==> config.mk <==
export PLATFORM = sky130hd
export DESIGN_NAME = spicfg_top
export DESIGN_NICKNAME = d
export VERILOG_FILES = /design/src/spicfg_crc.v /design/src/spicfg_top.v
export VERILOG_INCLUDE_DIRS = /design/src
export SDC_FILE = /design/constraint.sdc
export NUM_CORES = 1
export LEC_CHECK = 0
export BUFFER_PORTS_ARGS = -buffer_cell sky130_fd_sc_hd__buf_2
export CAP_MARGIN = 5
export CORE_ASPECT_RATIO = 0.8
export CORE_MARGIN = 3
export CORE_UTILIZATION = 50
export CTS_CLUSTER_DIAMETER = 40
export DETAILED_ROUTE_END_ITERATION = 7
export GPL_TIMING_DRIVEN = 0
export PLACE_DENSITY = 0.78
export SYNTH_ARGS = -nofsm -noshare
export SYNTH_HDL_FRONTEND = slang
export SYNTH_SLANG_ARGS = --single-unit
==> constraint.sdc <==
create_clock -name MCLK -period 3.9 [get_ports MCLK]
set_input_delay 0.78 -clock MCLK [delete_from_list [all_inputs] [get_ports MCLK]]
set_output_delay 0.78 -clock MCLK [all_outputs]
set_load 0.005 [all_outputs]
==> src/spicfg_map.vh <==
`ifndef SPICFG_MAP_VH
`define SPICFG_MAP_VH
`define SPICFG_OFS_TX_CHECK_VALUE   8'h18
`define SPICFG_OFS_CFG     8'h1C
`define SPICFG_OFS_CTRL    8'h28
`define SPICFG_RST_TX_CHECK_VALUE   16'h0000
`define SPICFG_RST_CFG     16'h0000
`define SPICFG_RST_POLY    16'h0007
`define SPICFG_CFG_MASK    16'h0FBF
`define SPICFG_B_CHW       0
`define SPICFG_B_SWL       1
`define SPICFG_B_SWH       2
`define SPICFG_B_IDLE      3
`define SPICFG_B_STDL      4
`define SPICFG_B_STDH      5
`define SPICFG_B_PCMS      7
`define SPICFG_B_ROLEL     8
`define SPICFG_B_ROLEH     9
`define SPICFG_B_AEN       10
`define SPICFG_B_PERS      11
`define SPICFG_B_C16       0
`define SPICFG_B_SPIEN     1
`define SPICFG_CK_BITS     4'h8
`endif

==> src/spicfg_crc.v <==
`timescale 1ns/10ps
`include "spicfg_map.vh"
// Serial CRC engine, one data bit per enable, MSB first
module spicfg_crc (
  input  wire        clk,
  input  wire        rst_n,
  input  wire        clear,
  input  wire        bit_en,
  input  wire        bit_in,
  input  wire        wide,
  input  wire [15:0] poly,
  output reg  [15:0] crc_r
);
  reg [15:0] crc_nxt;
  reg        fb;
  always @* begin
    crc_nxt = crc_r;
    fb      = 1'b0;
    if (wide) begin
      fb      = crc_r[15] ^ bit_in;
      crc_nxt = {crc_r[14:0], 1'b0} ^ (fb ? poly : 16'h0000);
    end else begin
      fb      = crc_r[7] ^ bit_in;
      crc_nxt = {8'h00, crc_r[6:0], 1'b0} ^ (fb ? {8'h00, poly[7:0]} : 16'h0000);
    end
  end
  always @(posedge clk) begin
    if (!rst_n || clear)
      crc_r <= `SPICFG_RST_TX_CHECK_VALUE;
    else if (bit_en)
      crc_r <= crc_nxt;
  end
endmodule

==> src/spicfg_top.v <==
`timescale 1ns/10ps
`include "spicfg_map.vh"
// Configuration and transmit CRC slice of the SPI/audio serial unit.
// Transmit bits are observed on the serial data output, sampled on the
// shifting clock edge that the link clock pin presents.
module spicfg_top (
  input  wire        MCLK,
  input  wire        RST_N,
  input  wire [7:0]  ADDR,
  input  wire [15:0] WDATA,
  input  wire        WR,
  input  wire        RD,
  output reg  [15:0] RDATA,
  input  wire        SCK_IN,
  input  wire        TXD_IN,
  input  wire        BUSY_IN,
  input  wire [15:0] CRC_POLY,
  output reg         PERSONALITY_AUDIO,
  output reg         AUDIO_ON,
  output reg         IDLE_CLOCK_LEVEL,
  output reg  [1:0]  AUDIO_STANDARD,
  output reg         PCM_LONG_SYNC,
  output reg  [1:0]  AUDIO_ROLE,
  output reg  [5:0]  CHANNEL_BITS,
  output reg  [5:0]  SAMPLE_BITS,
  output reg         UNIT_ACTIVE_FLAG
);
  reg [15:0] cfg_r;
  reg [1:0]  ctrl_r;
  reg [1:0]  sck_sync_r;
  reg [1:0]  txd_sync_r;
  reg [1:0]  bsy_sync_r;
  reg        sck_prev_r;
  reg [3:0]  bit_cnt_r;
  reg        crc_clear_r;
  wire [15:0] tx_check_value;
  wire        sck_edge;
  wire        crc_bit_en;
  wire        spi_mode;
  reg  [15:0] cfg_nxt;
  reg  [15:0] rd_nxt;

  function [5:0] spicfg_sample_bits;
    input [1:0] sel;
    begin
      case (sel)
        2'b00:   spicfg_sample_bits = 6'h10;
        2'b01:   spicfg_sample_bits = 6'h18;
        2'b10:   spicfg_sample_bits = 6'h20;
        default: spicfg_sample_bits = 6'h20;
      endcase
    end
  endfunction

  assign spi_mode = ~cfg_r[`SPICFG_B_PERS];
  // Shift edge: rising edge of the clock unless idle level is high
  assign sck_edge = (sck_sync_r[1] ^ sck_prev_r) & (sck_sync_r[1] ^ cfg_r[`SPICFG_B_IDLE]);
  assign crc_bit_en = sck_edge & spi_mode & ctrl_r[`SPICFG_B_SPIEN];

  spicfg_crc u_crc (
    .clk    (MCLK),
    .rst_n  (RST_N),
    .clear  (crc_clear_r),
    .bit_en (crc_bit_en),
    .bit_in (txd_sync_r[1]),
    .wide   (ctrl_r[`SPICFG_B_C16]),
    .poly   (CRC_POLY),
    .crc_r  (tx_check_value)
  );

  always @(posedge MCLK) begin
    if (!RST_N) begin
      sck_sync_r <= 2'b00;
      txd_sync_r <= 2'b00;
      bsy_sync_r <= 2'b00;
      sck_prev_r <= 1'b0;
    end else begin
      sck_sync_r <= {sck_sync_r[0], SCK_IN};
      txd_sync_r <= {txd_sync_r[0], TXD_IN};
      bsy_sync_r <= {bsy_sync_r[0], BUSY_IN};
      sck_prev_r <= sck_sync_r[1];
    end
  end

  always @* begin
    cfg_nxt = WDATA & `SPICFG_CFG_MASK;
    if (WDATA[`SPICFG_B_SWH:`SPICFG_B_SWL] != 2'b00)
      cfg_nxt[`SPICFG_B_CHW] = 1'b1;
  end

  always @(posedge MCLK) begin
    if (!RST_N) begin
      cfg_r       <= `SPICFG_RST_CFG;
      ctrl_r      <= 2'b00;
      crc_clear_r <= 1'b0;
    end else begin
      crc_clear_r <= 1'b0;
      if (WR && ADDR == `SPICFG_OFS_CFG)
        cfg_r <= cfg_nxt;
      if (WR && ADDR == `SPICFG_OFS_CTRL) begin
        ctrl_r <= WDATA[1:0];
        crc_clear_r <= WDATA[`SPICFG_B_SPIEN] & ~ctrl_r[`SPICFG_B_SPIEN];
      end
    end
  end

  // Frame bit counter gives software the frame boundary via busy
  always @(posedge MCLK) begin
    if (!RST_N || crc_clear_r)
      bit_cnt_r <= 4'h0;
    else if (crc_bit_en)
      bit_cnt_r <= (bit_cnt_r == (ctrl_r[`SPICFG_B_C16] ? 4'hF : 4'h7)) ? 4'h0 : bit_cnt_r + 4'h1;
  end

  always @* begin
    case (ADDR)
      `SPICFG_OFS_TX_CHECK_VALUE: rd_nxt = spi_mode ? tx_check_value : 16'h0000;
      `SPICFG_OFS_CFG:   rd_nxt = cfg_r;
      `SPICFG_OFS_CTRL:  rd_nxt = {14'h0000, ctrl_r};
      default:           rd_nxt = 16'h0000;
    endcase
  end

  always @(posedge MCLK) begin
    if (!RST_N) begin
      RDATA             <= 16'h0000;
      PERSONALITY_AUDIO <= 1'b0;
      AUDIO_ON          <= 1'b0;
      IDLE_CLOCK_LEVEL  <= 1'b0;
      AUDIO_STANDARD    <= 2'b00;
      PCM_LONG_SYNC     <= 1'b0;
      AUDIO_ROLE        <= 2'b00;
      CHANNEL_BITS      <= 6'h10;
      SAMPLE_BITS       <= 6'h10;
      UNIT_ACTIVE_FLAG  <= 1'b0;
    end else begin
      RDATA             <= RD ? rd_nxt : 16'h0000;
      PERSONALITY_AUDIO <= cfg_r[`SPICFG_B_PERS];
      AUDIO_ON          <= cfg_r[`SPICFG_B_PERS] & cfg_r[`SPICFG_B_AEN];
      IDLE_CLOCK_LEVEL  <= cfg_r[`SPICFG_B_IDLE];
      UNIT_ACTIVE_FLAG  <= bsy_sync_r[1] | (bit_cnt_r != 4'h0);
      if (spi_mode) begin
        AUDIO_STANDARD <= 2'b00;
        PCM_LONG_SYNC  <= 1'b0;
        AUDIO_ROLE     <= 2'b00;
        CHANNEL_BITS   <= 6'h10;
        SAMPLE_BITS    <= 6'h10;
      end else begin
        AUDIO_STANDARD <= cfg_r[`SPICFG_B_STDH:`SPICFG_B_STDL];
        PCM_LONG_SYNC  <= cfg_r[`SPICFG_B_PCMS] &
                          (cfg_r[`SPICFG_B_STDH:`SPICFG_B_STDL] == 2'b11);
        AUDIO_ROLE     <= cfg_r[`SPICFG_B_ROLEH:`SPICFG_B_ROLEL];
        CHANNEL_BITS   <= cfg_r[`SPICFG_B_CHW] ? 6'h20 : 6'h10;
        SAMPLE_BITS    <= spicfg_sample_bits(cfg_r[`SPICFG_B_SWH:`SPICFG_B_SWL]);
      end
    end
  end
endmodule

# Word level (Yosys, flattened, before mapping)
# Cells that the tools add are included.
# totals
word_cells,61
reg_bits,78
in_bits,47
out_inout_bits,37
# classes
reduce_logical,10
n_bitwise,15
add_sub_neg,1
eq_ne,6
muxes,10
# op_table
op,count
16-bit two-way mux,3
16-bit one-hot mux with 3 select lines,1
"8-bit by 5-bit == test with 1-bit output, second input constant",2
16-bit XOR,1
8-bit by 16-bit XOR with 16-bit output,1
6-bit one-hot mux with 2 select lines,1
"8-bit by 6-bit == test with 1-bit output, second input constant",1
4-bit two-way mux,2
8-bit two-way mux,1
1-bit bitwise AND,6
6-bit two-way mux,1
2-bit AND reduction,3
"4-bit by 1-bit adder with 4-bit output, second input constant",1
4-bit == test,1
4-bit nonzero test,1
1-bit XOR,4
"2-bit by 1-bit == test with 1-bit output, second input constant",1
"2-bit == test, second input constant",1
1-bit logical AND,2
2-bit logical NOT,1
1-bit NOT,2
2-bit nonzero test,1
1-bit logical NOT,1
1-bit logical OR,1
other kinds (2),2

# Logic depth before layout (Yosys ltp)
# logic_depth
ltp_word,4
ltp_mapped,6
depth_no_buf,4

# Hierarchy
# A second synthesis with hierarchy kept.
# unflattened
cells_unflattened,304
area_unflattened_um2,2872.8
# modules_own_cells
module,cells_each,area_each_um2,instances,seq_area_each_um2
spicfg_top,205,2033.2,1,1101.1
spicfg_crc,99,839.6,1,320.3

# Worst setup path before layout
# OpenSTA, ideal clock, no wires.
# synth_path
path_type,input-to-reg
startpoint,in ADDR[5]
endpoint,reg cfg_r[0]
path_stages,4
t_required_ns,3.785
setup_ns,0.115
path_buffers,0
setup_slack_ns,1.977
arrival_ns,1.807
cell_sequence,nor4b_4 nand4_1 or4_1 and3_1
# synth_via
elab_chain_len,2
# synth_rtl
item,line_no,rtl
from (decl),spicfg_top.v:9,"input wire [7:0] ADDR,"
8-bit by 5-bit == test with 1-bit output,n/a,
1-bit logical AND (no source line),n/a,
to (signal assigned),spicfg_top.v:93,cfg_r <= `SPICFG_RST_CFG;
to (signal assigned),spicfg_top.v:99,cfg_r <= cfg_nxt;
to (decl),spicfg_top.v:28,reg [15:0] cfg_r;
# Every way passes these cells.
# A chain may end at the register's enable or synchronous reset.

# Final worst setup path
# Ends and elaborated chain as after synthesis.

==> key figures <==
Logic synthesis
  • Largest family of logic cells by synthesized area: simple AND/OR/NAND/NOR gates
  • Synth warn: 0
  • FF+latch count, synth: 71
  • Synthesized area per cell: 9.860 sq um
  • Area of the mapped netlist: 2800 sq um
  • Simple logic cell fraction of the synthesized area: approximately 20%
  • Adder-Cell Fraction of Synth Area: 0.8937%
  • Post-synth cell types: 46
  • Sequential fraction of the synthesis area: about 51%
  • Synth Flop Type: dfxtp_1
  • Asr flop ratio synth: 0%
  • Multiplexer share of the synthesized area: 5.004%
  • Synth Area in Compound Gates: between 10 and 15%
  • XOR/XNOR Fraction of Synth Area: about 3.4%
  • Synth Instances: ~280
  • EDFF count, synth: 0

STA
  • Clock skew: 0.004725 ns
  • Worst slew pin tran: 0.5521 ns
  • Period Utilization, post-route: 47.27%
  • Final setup viols: 0
  • Fin worst setup slack: 2.056 ns
  • Achievable frequency: about 540 MHz
  • TNS Setup: 0 ns
  • Period minus WS final: 1.844 ns
  • RSZ-0062 raised after global routing: no
  • Slew HR: a little over three fifths
  • Final Max Tran Viols: 0
  • Hold Violations, Final: 0

Critical path
  • CP peak stage delay: 0.42 ns
  • Crit path max fanout: 5
  • Slowest-stage cell, CP: or4_1
  • Crit path capture type: register
  • CP startpoint kind: input port
  • Critical path arrival: 2.09 ns
  • Critical path class: in2reg
  • CP delay by family, top: simple AND/OR/NAND/NOR gates
  • CP Cell Sequence: buf_2 > nor4b_4 > nand4_1 > or4_1 > and3_1
  • CP Data Required Time: 4.14 ns
  • Worst Path Buf+Inv: 1

Floorplanning
  • Rows: 23
  • I/O pins: 84
  • Die X: 89.67 um
  • Die Area: 6540 sq um
  • Die Y: 72.94 um
  • Starting density of the core: 53.76%
  • Core ar.: approximately 5200 sq um

Drt
  • DR WL/cell: 13.78 um
  • Vias: 2306
  • DR DRC count: 0
  • Detail Route Antenna Nets: 0
  • DRT iter0 DRCs: 154
  • Drt first pass iters: 4
  • DRT Wirelength: 6216 um
  • Average via count per standard cell: 5.113

Pwr
  • Leakage: 1.619 nW
  • Overall Power: between 1 and 1.5 mW
  • Max rail drop VDD: 0.3774 mV
  • Pwr Density: 425.8 nW/um^2

Placement
  • Dpl cells: 436
  • DPL Wire Length: 4578 um
  • Gpl congestion: 0.8189
  • I/O Buffers: 71
  • Dpl ws: 1.700 ns
  • Area post-placement: 3272 sq um

CTS
  • Post-cts resize count: 0
  • CTS tree: done
  • Post-CTS Hold Fix Bufs: 0
  • Num Clock Sinks: 71
  • # Post-CTS Setup Buffers: 0
  • Clock latency on the worst-skew pair: 0.35 ns
  • TritonCTS buffer count: 9
  • Clk buf depth: 2
  • CTS HTree Levels: 3
  • Clock root buffer: clkbuf_8
  • CTS clock-pin slew for the worst setup and hold paths: 0.07 ns

GRT
  • Met3 Usage GRT: 7.111%
  • Grt ovf: 0
  • Number of global-route vias before repair: ~2100
  • GR Util met1: 27.24%
  • Antenna violations before repair: 0
  • Met2 Use GR: 30.84%
  • Gr busiest metal: met2
  • Pin count of the biggest net entering global routing: 13
  • First-pass GRT wire length: 9915 um
  • Total track usage: 20.12%

Hold path
  • Hold WC Path Type: reg2reg

Final layout
  • Area grow syn2layout: 25.56%
  • Final std cell area, no fill: 3516 sq um
  • Fill count: 436
  • Most frequent cells in the layout: buf_2, dfxtp_1, nor2_1
  • Commonest non-fill, non-tap cell in the layout: buf_2
  • Layout Nets: 421
  • # diodes: 0
  • Share of cells above drive strength 1: approximately 28%
  • Fin cells: approximately 450

Run
  • Max-Cap Viols: 0

Run status
  • Status: finished clean
==> state kept, by name, indices dropped and copies added (netlist names) <==
register / flops
ctrl_r: 2
PERSONALITY_AUDIO: 1
CHANNEL_BITS: 2
bit_cnt_r: 4
crc_clear_r: 1
SAMPLE_BITS: 3
bsy_sync_r: 2
AUDIO_ROLE: 2
txd_sync_r: 2
IDLE_CLOCK_LEVEL: 1
sck_prev_r: 1
sck_sync_r: 2
AUDIO_ON: 1
u_crc.crc_r: 16
cfg_r: 11
UNIT_ACTIVE_FLAG: 1
PCM_LONG_SYNC: 1
RDATA: 16
AUDIO_STANDARD: 2
==> cell families after synthesis <==
group | after synthesis
buffers and inverters | 35
AND/OR/NAND/NOR | 95
multiplexers | 14
flip-flops | 71
other | 1
XOR/XNOR | 11
AO/OA/AOI/OAI | 55
adder cells (fa/ha/maj) | 2
==> cell type report <==
cell class / instances / area [sq um] / share of cell area, %
Sequential cell: 71 / 1421 / 40.43
Tap cell: 75 / 93.84 / 2.669
Inverter: 14 / 52.55 / 1.495
Buffer: 21 / 121.4 / 3.452
Clock inverter: 5 / 106.4 / 3.025
Clock buffer: 10 / 137.6 / 3.915
Timing Repair Buffer: 71 / 355.3 / 10.11
Multi-Input combinational cell: 184 / 1227 / 34.91
==> per-layer routing <==
layer  share of wire (%)  vias to the layer above
met5                   0                        -
met4                 1.0                        0
met3                 7.5                        9
met2                  45                       84
met1                  47                     1064
li1                    -                     1149
==> worst paths after layout <==
path	start	to	slack (ns)	depth (start not counted)
hold reg to reg	bsy_sync_r[0]	bsy_sync_r[1]	0.43	1
setup / recovery	ADDR[5]	cfg_r[0]	2.06	5
hold / removal	bsy_sync_r[0]	bsy_sync_r[1]	0.43	1
setup reg to reg	cfg_r[3]	u_crc.crc_r[11]	2.20	4
==> report_power, final <==
| part | internal, mW | total (mW) | switching, mW |
|---|---|---|---|
| Clock | 0.439 | 0.703 | 0.264 |
| Sequential | 0.728 | 0.729 | 0.00105 |
| Combinational | 0.0312 | 0.0642 | 0.0330 |
| Total | 1.20 | 1.50 | 0.298 |
==> Yosys cell counts, types with 2 or more instances <==
cell type	count	area, sq um
o2bb2ai_1	7	61.31
and2_1	15	93.84
buf_2	3	15.01
or3_1	7	43.79
nand2_1	13	48.80
a31o_2	2	17.52
xnor2_1	2	17.52
buf_4	8	60.06
nor2_1	17	63.81
mux2i_1	14	140.1
nand2b_1	3	18.77
nor2b_1	14	87.58
o21ai_0	15	75.07
inv_1	14	52.55
xor2_1	9	78.83
ha_1	2	25.02
dfxtp_1	71	1421
a32oi_1	2	17.52
a22oi_1	9	67.56
a31oi_1	7	43.79
a21oi_1	5	25.02
and3_1	12	75.07
nand4_1	3	18.77
clkbuf_1	8	30.03
==> per-stage QoR <==
step / hold WS, ns / util [%]
2_1_floorplan: 0.4119 / -
4_1_cts: 0.4348 / 67.50
3_3_place_gp: 0.4153 / 62.82
5_1_grt: 0.4606 / 67.50
3_5_place_dp: 0.4195 / 62.82
6_report: 0.4301 / 67.50
Note: power is estimated with default switching activity, not from simulation.
